==> config.mk <==
export PLATFORM = sky130hd
export DESIGN_NAME = embedded_flash_write_erase_ctrl
export DESIGN_NICKNAME = d
export VERILOG_FILES = /design/src/include/flash_ctrl_pkg.sv /design/src/hdl/embedded_flash_write_erase_ctrl.sv
export SDC_FILE = /design/constraint.sdc
export NUM_CORES = 1
export LEC_CHECK = 0
export ABC_AREA = 0
export ABC_CLOCK_PERIOD_IN_PS = 6300
export BUFFER_PORTS_ARGS = -buffer_cell sky130_fd_sc_hd__buf_4
export CAP_MARGIN = 20
export CORE_UTILIZATION = 38
export DETAILED_ROUTE_END_ITERATION = 8
export GPL_ROUTABILITY_DRIVEN = 0
export SLEW_MARGIN = 20
export SYNTH_ARGS = -nofsm -noshare
export SYNTH_HDL_FRONTEND = slang
export SYNTH_SLANG_ARGS = --single-unit
==> constraint.sdc <==
create_clock -name pclk -period 6.3 [get_ports pclk]
set_input_delay 0.63 -clock pclk [delete_from_list [all_inputs] [get_ports pclk]]
set_output_delay 0.63 -clock pclk [all_outputs]
set_load 0.01 [all_outputs]
==> src/include/flash_ctrl_pkg.sv <==
// Constants and types shared by the flash write and erase controller.
// Assumes a 250 MHz APB clock and an array that ANDs programmed data.
package flash_ctrl_pkg;
    // Register byte offsets
    localparam logic [7:0] OFS_CONTROL = 8'h00;
    localparam logic [7:0] OFS_ADDR_LOW = 8'h04;
    localparam logic [7:0] OFS_ADDR_HIGH = 8'h08;
    localparam logic [7:0] OFS_WDATA = 8'h0c;
    localparam logic [7:0] OFS_TIMING = 8'h10;
    localparam logic [7:0] OFS_STATUS = 8'h14;
    // Control register fields
    localparam int BIT_PAGE_ERASE = 0;
    localparam int BIT_WRITE_START = 1;
    localparam int BIT_CHIP_ERASE = 2;
    localparam int BIT_WORD_BUSY = 6;
    localparam int BIT_CTRL_BUSY = 7;
    // Status register field, write one to clear
    localparam int BIT_VIOLATION = 0;
    // Array organisation
    localparam int PAGE_BYTES = 2048;
    localparam int PAGE_COUNT = 64;
    localparam int WORD_ADDR_W = 15;
    localparam int PAGE_LSB = 1;
    localparam int PAGE_MSB = 6;
    // Reset values and the 16 MHz timing setting
    localparam logic [5:0] TIMING_RESET = 6'h2a;
    localparam logic [5:0] TIMING_16MHZ = 6'h15;
    localparam logic [7:0] ADDR_LOW_RESET = 8'h00;
    localparam logic [6:0] ADDR_HIGH_RESET = 7'h00;
    // Timing figures and derived cycle counts
    localparam longint CLK_PERIOD_PS = 4000;
    localparam longint PROG_TIME_US = 20;
    localparam longint PAGE_ERASE_TIME_MS = 20;
    localparam longint CHIP_ERASE_TIME_MS = 200;
    localparam longint WORD_TIMEOUT_US = 40;
    localparam int PROG_CYCLES = int'((PROG_TIME_US * 1000000 +
        CLK_PERIOD_PS - 1) / CLK_PERIOD_PS);
    localparam int PAGE_ERASE_CYCLES = int'((PAGE_ERASE_TIME_MS *
        1000000000 + CLK_PERIOD_PS - 1) / CLK_PERIOD_PS);
    localparam int CHIP_ERASE_CYCLES = int'((CHIP_ERASE_TIME_MS *
        1000000000 + CLK_PERIOD_PS - 1) / CLK_PERIOD_PS);
    localparam int TIMEOUT_CYCLES = int'((WORD_TIMEOUT_US * 1000000) /
        CLK_PERIOD_PS);

    // Sequencer states
    typedef enum logic [3:0] {
        ST_IDLE = 4'b0001,
        ST_ERASE = 4'b0010,
        ST_COLLECT = 4'b0100,
        ST_PROGRAM = 4'b1000
    } seq_state_e;

    // Command toward the flash array
    typedef struct packed {
        logic prog;
        logic page_erase;
        logic chip_erase;
        logic [5:0] page;
        logic [WORD_ADDR_W-1:0] addr;
        logic [31:0] data;
    } flash_cmd_s;
endpackage

==> src/hdl/embedded_flash_write_erase_ctrl.sv <==
// Flash write and page or chip erase sequencer with an APB register port.
// Assumes a DMA channel or the CPU feeds bytes and the array ANDs data.
//
// Contract
// [RULE1] Flash is pages of 2048 bytes; page erases, 32-bit word programs.
// [RULE2] Word address for writes is 15 bits, high register then low.
// [RULE3] Page erase selects page from high address bits 6 down to 1.
// [RULE4] Writing 1 to the write start bit begins writing at the address.
// [RULE5] Word write busy flag is high through each word programming.
// [RULE6] Stored bytes go to flash, first byte is least significant.
// [RULE7] Array is programmed only after four bytes are collected.
// [RULE8] Consecutive words may be programmed, address advancing each word.
// [RULE9] Programming only clears bits; at most two programs per erase.
// [RULE10] Erased bits read as one after page or chip erase.
// [RULE11] Programming one word takes about 20 us.
// [RULE12] Page erase takes about 20 ms.
// [RULE13] Chip erase takes about 200 ms.
// [RULE14] Processor flash accesses, fetches too, are blocked during a write.
// [RULE15] Code running a flash write must sit in RAM 0xE000 to 0xFEFF.
// [RULE16] Setting the write start bit does not stall the processor.
// [RULE17] Flash access while word busy raises an access violation.
// [RULE18] Write data comes from DMA or processor register accesses.
// [RULE19] Erase bit erases page; erase done before write, busy meanwhile.
// [RULE20] Four bytes within 40 us of busy falling, else write is dropped.
// [RULE21] A DMA request is raised whenever the port can take a new word.
// [RULE22] Program and erase timing follows a 6-bit setting, reset 0x2A.
// [RULE23] Byte position clears whenever a write is started or aborted.
`timescale 1ns/1ps
`default_nettype none
module embedded_flash_write_erase_ctrl
    import flash_ctrl_pkg::*;
#(
    parameter int PROG_CNT = PROG_CYCLES,
    parameter int PAGE_ERASE_CNT = PAGE_ERASE_CYCLES,
    parameter int CHIP_ERASE_CNT = CHIP_ERASE_CYCLES,
    parameter int TIMEOUT_CNT = TIMEOUT_CYCLES
) (
    input wire logic pclk,
    input wire logic presetn,
    input wire logic psel,
    input wire logic penable,
    input wire logic pwrite,
    input wire logic [7:0] paddr,
    input wire logic [31:0] pwdata,
    output logic [31:0] prdata,
    output logic pready,
    output logic pslverr,
    input wire logic cpu_flash_access,
    output logic cpu_flash_block,
    output logic dma_req,
    output flash_cmd_s flash_cmd
);
    // Durations in timing ticks, scaled so the reset setting gives the figure
    localparam int TICK_DIV = int'(TIMING_RESET);
    localparam int PROG_TICKS = (PROG_CNT + TICK_DIV - 1) / TICK_DIV;
    localparam int PAGE_TICKS = (PAGE_ERASE_CNT + TICK_DIV - 1) / TICK_DIV;
    localparam int CHIP_TICKS = (CHIP_ERASE_CNT + TICK_DIV - 1) / TICK_DIV;

    // Refuse counts too small for the counters to time
    if (PROG_CNT < 1 || PAGE_ERASE_CNT < 1 || CHIP_ERASE_CNT < 1 ||
        TIMEOUT_CNT < 2) begin : g_bad_param
        $error("flash sequencer: timing parameter too small");
    end

    seq_state_e state;
    seq_state_e next_state;
    logic [7:0] addr_low;
    logic [6:0] addr_high;
    logic [5:0] program_timing_setting;
    logic page_erase_bit;
    logic chip_erase_pend;
    logic write_start_bit;
    logic access_violation;
    logic [1:0] byte_idx;
    logic [31:0] word_buf;
    logic [5:0] presc;
    logic [31:0] op_count;
    logic [31:0] idle_count;
    logic wr_en;
    logic ctrl_wr;
    logic data_wr;
    logic tick;
    logic op_done;
    logic timeout_hit;
    logic ctrl_open;
    logic word_write_busy_flag;
    logic controller_busy_flag;
    logic [WORD_ADDR_W-1:0] word_addr;

    // APB access phase strobes
    assign wr_en = psel & penable & pwrite & pready;
    assign ctrl_wr = wr_en & (paddr == OFS_CONTROL);
    assign data_wr = wr_en & (paddr == OFS_WDATA) & (state == ST_COLLECT);
    assign ctrl_open = (state == ST_IDLE) | (state == ST_COLLECT);
    assign word_addr = {addr_high, addr_low}; // RULE2
    assign word_write_busy_flag = (state == ST_PROGRAM); // RULE5
    assign controller_busy_flag = (state != ST_IDLE);
    assign tick = (presc >= program_timing_setting - 6'h01) |
        (program_timing_setting == 6'h00); // RULE22
    assign op_done = (op_count == 32'h0) & tick;
    assign timeout_hit = (idle_count == 32'(TIMEOUT_CNT - 1));

    // Next sequencer state
    always_comb begin
        next_state = state;
        case (state)
            ST_IDLE: begin
                if (page_erase_bit | chip_erase_pend) begin
                    next_state = ST_ERASE; // RULE19
                end else if (write_start_bit) begin
                    next_state = ST_COLLECT; // RULE4
                end
            end
            ST_ERASE: begin
                if (op_done) begin
                    next_state = ST_IDLE;
                end
            end
            ST_COLLECT: begin
                if (!write_start_bit || timeout_hit) begin
                    next_state = ST_IDLE; // RULE20
                end else if (data_wr && byte_idx == 2'd3) begin
                    next_state = ST_PROGRAM; // RULE7
                end
            end
            ST_PROGRAM: begin
                if (op_done) begin
                    next_state = ST_COLLECT; // RULE8
                end
            end
            default: next_state = ST_IDLE;
        endcase
    end

    // State register
    always_ff @(posedge pclk or negedge presetn) begin
        if (!presetn) begin
            state <= ST_IDLE;
        end else begin
            state <= next_state;
        end
    end

    // Control bits; erase requests and the write start bit
    always_ff @(posedge pclk or negedge presetn) begin
        if (!presetn) begin
            page_erase_bit <= 1'b0;
            chip_erase_pend <= 1'b0;
            write_start_bit <= 1'b0;
        end else begin
            if (ctrl_wr && ctrl_open) begin
                page_erase_bit <= pwdata[BIT_PAGE_ERASE] & (state == ST_IDLE);
                chip_erase_pend <= pwdata[BIT_CHIP_ERASE] & (state == ST_IDLE);
                write_start_bit <= pwdata[BIT_WRITE_START]; // RULE4 RULE16
            end else if (state == ST_ERASE && op_done) begin
                page_erase_bit <= 1'b0;
                chip_erase_pend <= 1'b0;
            end else if (state == ST_COLLECT && timeout_hit) begin
                write_start_bit <= 1'b0; // RULE20
            end
        end
    end

    // Address registers, advanced after each programmed word
    always_ff @(posedge pclk or negedge presetn) begin
        if (!presetn) begin
            addr_low <= ADDR_LOW_RESET;
            addr_high <= ADDR_HIGH_RESET;
        end else if (state == ST_PROGRAM && op_done) begin
            {addr_high, addr_low} <= word_addr + 15'd1; // RULE8
        end else if (wr_en && !controller_busy_flag) begin
            if (paddr == OFS_ADDR_LOW) begin
                addr_low <= pwdata[7:0];
            end
            if (paddr == OFS_ADDR_HIGH) begin
                addr_high <= pwdata[6:0];
            end
        end
    end

    // Timing setting
    always_ff @(posedge pclk or negedge presetn) begin
        if (!presetn) begin
            program_timing_setting <= TIMING_RESET; // RULE22
        end else if (wr_en && paddr == OFS_TIMING &&
                     !controller_busy_flag) begin
            program_timing_setting <= pwdata[5:0];
        end
    end

    // Byte assembly, least significant byte first
    always_ff @(posedge pclk or negedge presetn) begin
        if (!presetn) begin
            byte_idx <= 2'd0;
            word_buf <= 32'h0;
        end else if (next_state == ST_COLLECT && state != ST_COLLECT &&
                     state != ST_PROGRAM) begin
            byte_idx <= 2'd0; // RULE23
        end else if (state == ST_COLLECT && next_state == ST_IDLE) begin
            byte_idx <= 2'd0; // RULE23
        end else if (data_wr) begin
            word_buf[byte_idx*8 +: 8] <= pwdata[7:0]; // RULE6
            byte_idx <= byte_idx + 2'd1;
        end
    end

    // Tick prescaler and operation duration counter
    always_ff @(posedge pclk or negedge presetn) begin
        if (!presetn) begin
            presc <= 6'h00;
            op_count <= 32'h0;
        end else if (next_state == ST_ERASE && state != ST_ERASE) begin
            presc <= 6'h00;
            op_count <= chip_erase_pend ? 32'(CHIP_TICKS - 1) :
                32'(PAGE_TICKS - 1); // RULE12 RULE13
        end else if (next_state == ST_PROGRAM && state != ST_PROGRAM) begin
            presc <= 6'h00;
            op_count <= 32'(PROG_TICKS - 1); // RULE11
        end else begin
            presc <= tick ? 6'h00 : presc + 6'h01;
            if (tick && op_count != 32'h0) begin
                op_count <= op_count - 32'h1;
            end
        end
    end

    // Word arrival timeout, restarted each time the port opens
    always_ff @(posedge pclk or negedge presetn) begin
        if (!presetn) begin
            idle_count <= 32'h0;
        end else if (state != ST_COLLECT) begin
            idle_count <= 32'h0;
        end else if (!timeout_hit) begin
            idle_count <= idle_count + 32'h1; // RULE20
        end
    end

    // Access violation flag; a new violation wins over the clear
    always_ff @(posedge pclk or negedge presetn) begin
        if (!presetn) begin
            access_violation <= 1'b0;
        end else if (cpu_flash_access && word_write_busy_flag) begin
            access_violation <= 1'b1; // RULE17
        end else if (wr_en && paddr == OFS_STATUS &&
                     pwdata[BIT_VIOLATION]) begin
            access_violation <= 1'b0;
        end
    end

    // Processor block, DMA request and array command
    always_ff @(posedge pclk or negedge presetn) begin
        if (!presetn) begin
            cpu_flash_block <= 1'b0;
            dma_req <= 1'b0;
            flash_cmd <= '0;
        end else begin
            cpu_flash_block <= (next_state != ST_IDLE); // RULE14
            dma_req <= (next_state == ST_COLLECT) &&
                (state != ST_COLLECT); // RULE21
            flash_cmd.prog <= (next_state == ST_PROGRAM); // RULE5
            flash_cmd.page_erase <= (next_state == ST_ERASE) &
                ~chip_erase_pend; // RULE1 RULE10
            flash_cmd.chip_erase <= (next_state == ST_ERASE) &
                chip_erase_pend; // RULE10
            flash_cmd.page <= addr_high[PAGE_MSB:PAGE_LSB]; // RULE3
            flash_cmd.addr <= word_addr;
            // Data passes as written; the array only clears bits
            flash_cmd.data <= data_wr ?
                {pwdata[7:0], word_buf[23:0]} : word_buf; // RULE9
        end
    end

    // APB answer, prepared in the setup cycle, no wait states
    always_ff @(posedge pclk or negedge presetn) begin
        if (!presetn) begin
            pready <= 1'b0;
            pslverr <= 1'b0;
            prdata <= 32'h0;
        end else begin
            pready <= psel & ~penable & ~pready;
            pslverr <= psel & ~penable & ~pready & (paddr > OFS_STATUS |
                paddr[1:0] != 2'b00);
            prdata <= 32'h0;
            if (psel && !penable && !pwrite) begin
                case (paddr)
                    OFS_CONTROL: begin
                        prdata[BIT_PAGE_ERASE] <= page_erase_bit;
                        prdata[BIT_WRITE_START] <= write_start_bit;
                        prdata[BIT_CHIP_ERASE] <= chip_erase_pend;
                        prdata[BIT_WORD_BUSY] <= word_write_busy_flag;
                        prdata[BIT_CTRL_BUSY] <= controller_busy_flag;
                    end
                    OFS_ADDR_LOW: prdata[7:0] <= addr_low;
                    OFS_ADDR_HIGH: prdata[6:0] <= addr_high;
                    OFS_TIMING: prdata[5:0] <= program_timing_setting;
                    OFS_STATUS: prdata[BIT_VIOLATION] <= access_violation;
                    default: prdata <= 32'h0;
                endcase
            end
        end
    end
endmodule
`default_nettype wire

Word-level counts from Yosys, hierarchy flattened
Cells that the tools add are included.

Bits in registers: 225. Bits in latches: 0. Memory bits (writable): 0. ROM bits: 0. Input port bits: 46. Output and inout port bits: 92. Word-level logic and storage cells: 162. Memories: 0.

$add $sub $neg: 7. Multiply operators: 0. Divide/modulo/power cells: 0. Magnitude comparators: 2. Eq/ne operators: 22. Shift-type cells: 2. Multiplexer cells: 41. Bitwise gates (word level): 23. Reduce and logical (&&, ||, !) cells: 41.

Operators with widths (number): $mux W32 (6); $neg A5 Y34 (1); $shift A8 B34 Y32 const A (1); $shiftx A8 B34 Y32 (1); $add A32 B1 Y32 const B (1); $bwmux W32 (1); $eq A32 B14 Y1 const B (1); $logic_not A32 Y1 (1); $mux W8 (4); $reduce_bool A32 Y1 (1); $sub A32 B1 Y32 const B (1); $mux W4 (6); $mux W21 (1); $mux W7 (3); $logic_and A1 B1 Y1 (19); $mux W6 (3); $eq A8 B4 Y1 const B (2); $eq A8 B5 Y1 const B (2); $pmux W4 S4 (1); $add A15 B1 Y15 const B (1); $and A1 B1 Y1 (14); $reduce_bool A2 Y1 (7); $pmux W3 S3 (1); $eq A4 B1 Y1 const B (2); other kinds (31) (57).

Depth between registers and ports, before layout
Word-level depth: 14. Depth in mapped cells: 12. Gate-level depth less buffers: 10.

Worst setup path after synthesis
No wires, ideal clock.

Path type: input to register. From: input paddr[1]. To: register op_count[17]. Library setup time: 0.121 ns. Arrival: 2.782 ns. Data required time: 6.179 ns. Path slack: 3.397 ns. Stages: 7. Path buffers: 1. Cell sequence: or4_4 or3_1 or4_4 o31ai_4 buf_6 a31oi_1 o22a_1.

Cells in the longest elaborated chain, start to end: 11. Elaborated cells between the ends (all ways): 14. Those cells by class: 3 x eq/ne; 5 x mux; 2 x bitwise; 4 x reduce/logical.

RTL lines: start: declaration (line embedded_flash_write_erase_ctrl.sv:43) `input wire logic [7:0] paddr,`; $eq A8 B4 Y1 * (line embedded_flash_write_erase_ctrl.sv:93) `assign data_wr = wr_en & (paddr == OFS_WDATA) & (state == ST_COLLECT);`; $and A1 B1 Y1 * (2 in series) (line embedded_flash_write_erase_ctrl.sv:93); $logic_and A1 B1 Y1 * (line embedded_flash_write_erase_ctrl.sv:122) `end else if (data_wr && byte_idx == 2'd3) begin`; $mux W4 * (line embedded_flash_write_erase_ctrl.sv:122); $mux W4 * (line embedded_flash_write_erase_ctrl.sv:120) `if (!write_start_bit || timeout_hit) begin`; $pmux W4 S4 * (line embedded_flash_write_erase_ctrl.sv:106) `case (state)`; $eq A4 B4 Y1 (line embedded_flash_write_erase_ctrl.sv:216) `end else if (next_state == ST_PROGRAM && state != ST_PROGRAM) begin`; $logic_and A1 B1 Y1 (line embedded_flash_write_erase_ctrl.sv:216); $mux W32 (line embedded_flash_write_erase_ctrl.sv:216); $mux W32 (line embedded_flash_write_erase_ctrl.sv:212) `end else if (next_state == ST_ERASE && state != ST_ERASE) begin`; end signal: assignment (line embedded_flash_write_erase_ctrl.sv:214) `op_count <= chip_erase_pend ? 32'(CHIP_TICKS - 1) :`; end signal: assignment (line embedded_flash_write_erase_ctrl.sv:218) `op_count <= 32'(PROG_TICKS - 1);`; end signal: assignment (line embedded_flash_write_erase_ctrl.sv:222) `op_count <= op_count - 32'h1;`; end: declaration (line embedded_flash_write_erase_ctrl.sv:77) `logic [31:0] op_count;`.

Every way passes the cells marked *; elsewhere a longest branch is shown, timed or not. A chain may end at the register's enable or synchronous reset.

Worst setup path in the final report
From: register program_timing_setting[1]. To: register addr_low[3].

Cells in the longest elaborated chain, start to end: 7. Elaborated cells between the ends (all ways): 10. Those cells by class: 1 x add/sub; 1 x order compare; 1 x mux; 2 x bitwise; 5 x reduce/logical.

RTL lines: start: declaration (line embedded_flash_write_erase_ctrl.sv:69) `logic [5:0] program_timing_setting;`; start signal: assignment (line embedded_flash_write_erase_ctrl.sv:187) `program_timing_setting <= pwdata[5:0];`; $sub A6 B1 Y6 (line embedded_flash_write_erase_ctrl.sv:98) `assign tick = (presc >= program_timing_setting - 6'h01) |`; $ge A6 B6 Y1 (line embedded_flash_write_erase_ctrl.sv:98); $or A1 B1 Y1 * (line embedded_flash_write_erase_ctrl.sv:98); $and A1 B1 Y1 * (line embedded_flash_write_erase_ctrl.sv:100) `assign op_done = (op_count == 32'h0) & tick;`; $logic_and A1 B1 Y1 * (line embedded_flash_write_erase_ctrl.sv:169) `end else if (state == ST_PROGRAM && op_done) begin`; $reduce_bool A2 Y1 (no source line); $reduce_and A2 Y1 (no source line); end signal: assignment (line embedded_flash_write_erase_ctrl.sv:170) `{addr_high, addr_low} <= word_addr + 15'd1;`; end signal: assignment (line embedded_flash_write_erase_ctrl.sv:173) `addr_low <= pwdata[7:0];`; end: declaration (line embedded_flash_write_erase_ctrl.sv:67) `logic [7:0] addr_low;`.

Marks and branches as above.

==> impl_metrics.tcl <==
set metrics [dict create \
    status "finished clean" \
    dr.first_iter.drc_count 428 \
    insertedDiodeCount 0 \
    wl_per_cell_um 16.0 \
    wirelength_um 21600 \
    clk_pin_slew_ns 0.09 \
    ios 138 \
    rsz0062_at_grt "false" \
    n_fill_cell 2348 \
    critPathMaxFanout 14 \
    cp-start-kind "flop" \
    cts_resized 0 \
    drive_above_1_share_pct 17.0 \
    required_ns 6.67 \
    cts_sinks 195 \
    dieArea_um2 25400 \
    finalCritPeriodShare_pct 53.2 \
    ir_drop_mv 0.195 \
    std_cell_rows 57 \
    synth_edf_count 0 \
    area_growth_pct 15.9 \
    vias 7124 \
    drc 0 \
    slew_headroom_pct 28.7 \
    clkPwrFrac_pct 46.7 \
    cts_tree "built" \
    swShare_pct 25.0 \
    finalPower_uw 2470 \
    grt_max_degree 78 \
    slew_violations 0 \
    combPwrFrac_pct 2.7 \
    layout_commonest_cell "dfrtp_1" \
    final_hold_viol_count 0 \
    synth_cell_types 68 \
    period_needed_ns 3.35 \
    avgSynthCellArea_um2 9.96 \
    p_leak_uw 0.00481 \
    grt-ovfl-total 0 \
    dieHeight_um 159 \
    ys_ff_latch 195 \
    insertion_delay_ns 0.44 \
    die_w_um 159 \
    cp-end-kind "flop" \
    ys_async_sr_fraction_pct 100 \
    power.density_nw_per_um2 227 \
    max_freq_mhz 299 \
    internal_power_uw 1850 \
    final_cell_mix "dfrtp_1, nand2_1, nor2_1" \
    portBuffers 89 \
    hold_class "input port to asynchronous set/reset pin" \
    crit_type "flop to flop" \
    timing_worst_slew_pin_value_ns 1.07 \
    ys_warn_count 0 \
    seqPwrFrac_pct 50.6 \
    hpwl_um 14900 \
    firstDrtPassIters 5 \
    postCtsSetupBuffers 0 \
    p_sw_uw 619 \
    synth_cells 944 \
    nets 1077 \
    cp.arrival_ns 3.72 \
    yosysSeqAreaShare_pct 51.9 \
    finalSetupTns_ns 0 \
    finalSetupViolCount 0 \
    hold_buffers 0 \
    grtUsageTotal_pct 17.6 \
    viasPerCell 5.27 \
    core_um2 24300 \
    fin_ws_ns 2.95 \
    clockBufferDepth 2 \
    grt_pass1_wl_um 35700 \
    final_antenna_net_count 0 \
    maxCapViolCount 0 \
    syn_area_um2 9410 \
    skew_ns 0.0156 \
    dpl_worst_slack_ns 2.54 \
    grt_antenna_before_repair 0 \
    fin_hold_ws_ns 0.139 \
    cts_buffers 17 \
    h-tree-depth 4 \
    first_global_vias 6721 \
    synth_flop_cell "dfrtp_1" \
    start_util_pct 38.7 \
    cts-root-buf "clkbuf_16" \
]
[layer usage]
| metal | up-vias | global-route usage, % | part of all wire, % | wire length [um] |
|---|---|---|---|---|
| li1 | 3440 | - | - | - |
| met1 | 3492 | 24.4 | 47 | 10200 |
| met2 | 176 | 28.0 | 47 | 10100 |
| met3 | 16 | 3.36 | 4.5 | 966 |
| met4 | 0 | 5.03 | 1.5 | 323 |
| met5 | - | 0 | 0 | 0 |
[worst max-delay path, stage by stage (launching register included)]
cell	delay, ns
dfstp_2	0.55
inv_1	0.07
ha_1	0.21
xnor2_1	0.14
ha_1	0.30
a21o_1	0.12
a31oi_1	0.05
o221a_2	0.35
nor4_4	0.91
mux2_2	0.41
a21oi_1	0.15
[power groups by stage]
| stage | logic (uW) | registers [uW] | clock network, uW |
|---|---|---|---|
| 5_1_grt | 74.9 | 1250 | 1230 |
| 6_report | 66.0 | 1250 | 1160 |
| 3_5_place_dp | 67.7 | 1280 | 0 |
| 2_1_floorplan | 29.9 | 1280 | 0 |
| 4_1_cts | 67.8 | 1250 | 1180 |
| 3_3_place_gp | 67.7 | 1280 | 0 |
[cell families after synthesis]
kind of cell | Yosys count | synth area share [%]
multiplexers | 27 | 3.21
AO/OA/AOI/OAI | 165 | 11.5
flip-flops | 195 | 51.9
adder cells (fa/ha/maj) | 17 | 2.26
other | 1 | 0.0399
AND/OR/NAND/NOR | 394 | 21.0
XOR/XNOR | 53 | 4.93
buffers and inverters | 92 | 5.12
[sequential cells by signal (all words and copies together), names as in the netlist, 4 cells and up]
| signal | flops |
|---|---|
| flash_cmd | 50 |
| idle_count | 32 |
| op_count | 32 |
| word_buf | 32 |
| addr_low | 8 |
| prdata | 8 |
| addr_high | 7 |
| presc | 6 |
| program_timing_setting | 6 |
| state | 4 |
[final cells by class]
class                   instances  area, um2  area share (%)
flip-flops and latches        195       4880            44.8
multi-input cells             680       4150            38.1
repair buffers                 96        731            6.70
clock buffers                  17        425            3.90
well taps                     324        405            3.72
clock inverters                15        218            2.00
inverters                      24       90.1           0.826
[cells in the mapped netlist, types with 17 or more instances]
master | instances | area, um2
dfrtp_1 | 191 | 4780
nand2_1 | 112 | 420
nor2_1 | 105 | 394
o21ai_0 | 49 | 245
nand3_1 | 36 | 180
a21oi_1 | 33 | 165
buf_4 | 31 | 233
xor2_1 | 29 | 254
clkbuf_1 | 25 | 93.8
inv_1 | 24 | 90.1
xnor2_1 | 24 | 210
nand4_1 | 23 | 144
nor3_1 | 23 | 115
ha_1 | 17 | 213
nor4_1 | 17 | 106
[per-stage QoR]
step | instance area [um2] | instances | util (%)
floorplan | 9490 | 967 | -
global placement | 10200 | 1318 | 42.1
detailed placement | 10200 | 1318 | 42.1
CTS | 10900 | 1350 | 44.7
global route | 10900 | 1351 | 44.8
finish | 10900 | 1351 | 44.8
[worst paths after layout]
path                       cells past startpoint  slack [ns]            end                       from
max                                           10        2.95    addr_low[3]  program_timing_setting[1]
min                                            1        0.14    word_buf[9]                    presetn
max reg2reg                                   10        2.95    addr_low[3]  program_timing_setting[1]
min reg2reg                                    0        0.38  flash_cmd[12]               word_buf[12]
max in group asynchronous                      2        4.85       presc[3]                    presetn
min in group pclk                              0        0.38  flash_cmd[12]               word_buf[12]
(Power assumes the default switching activity.)
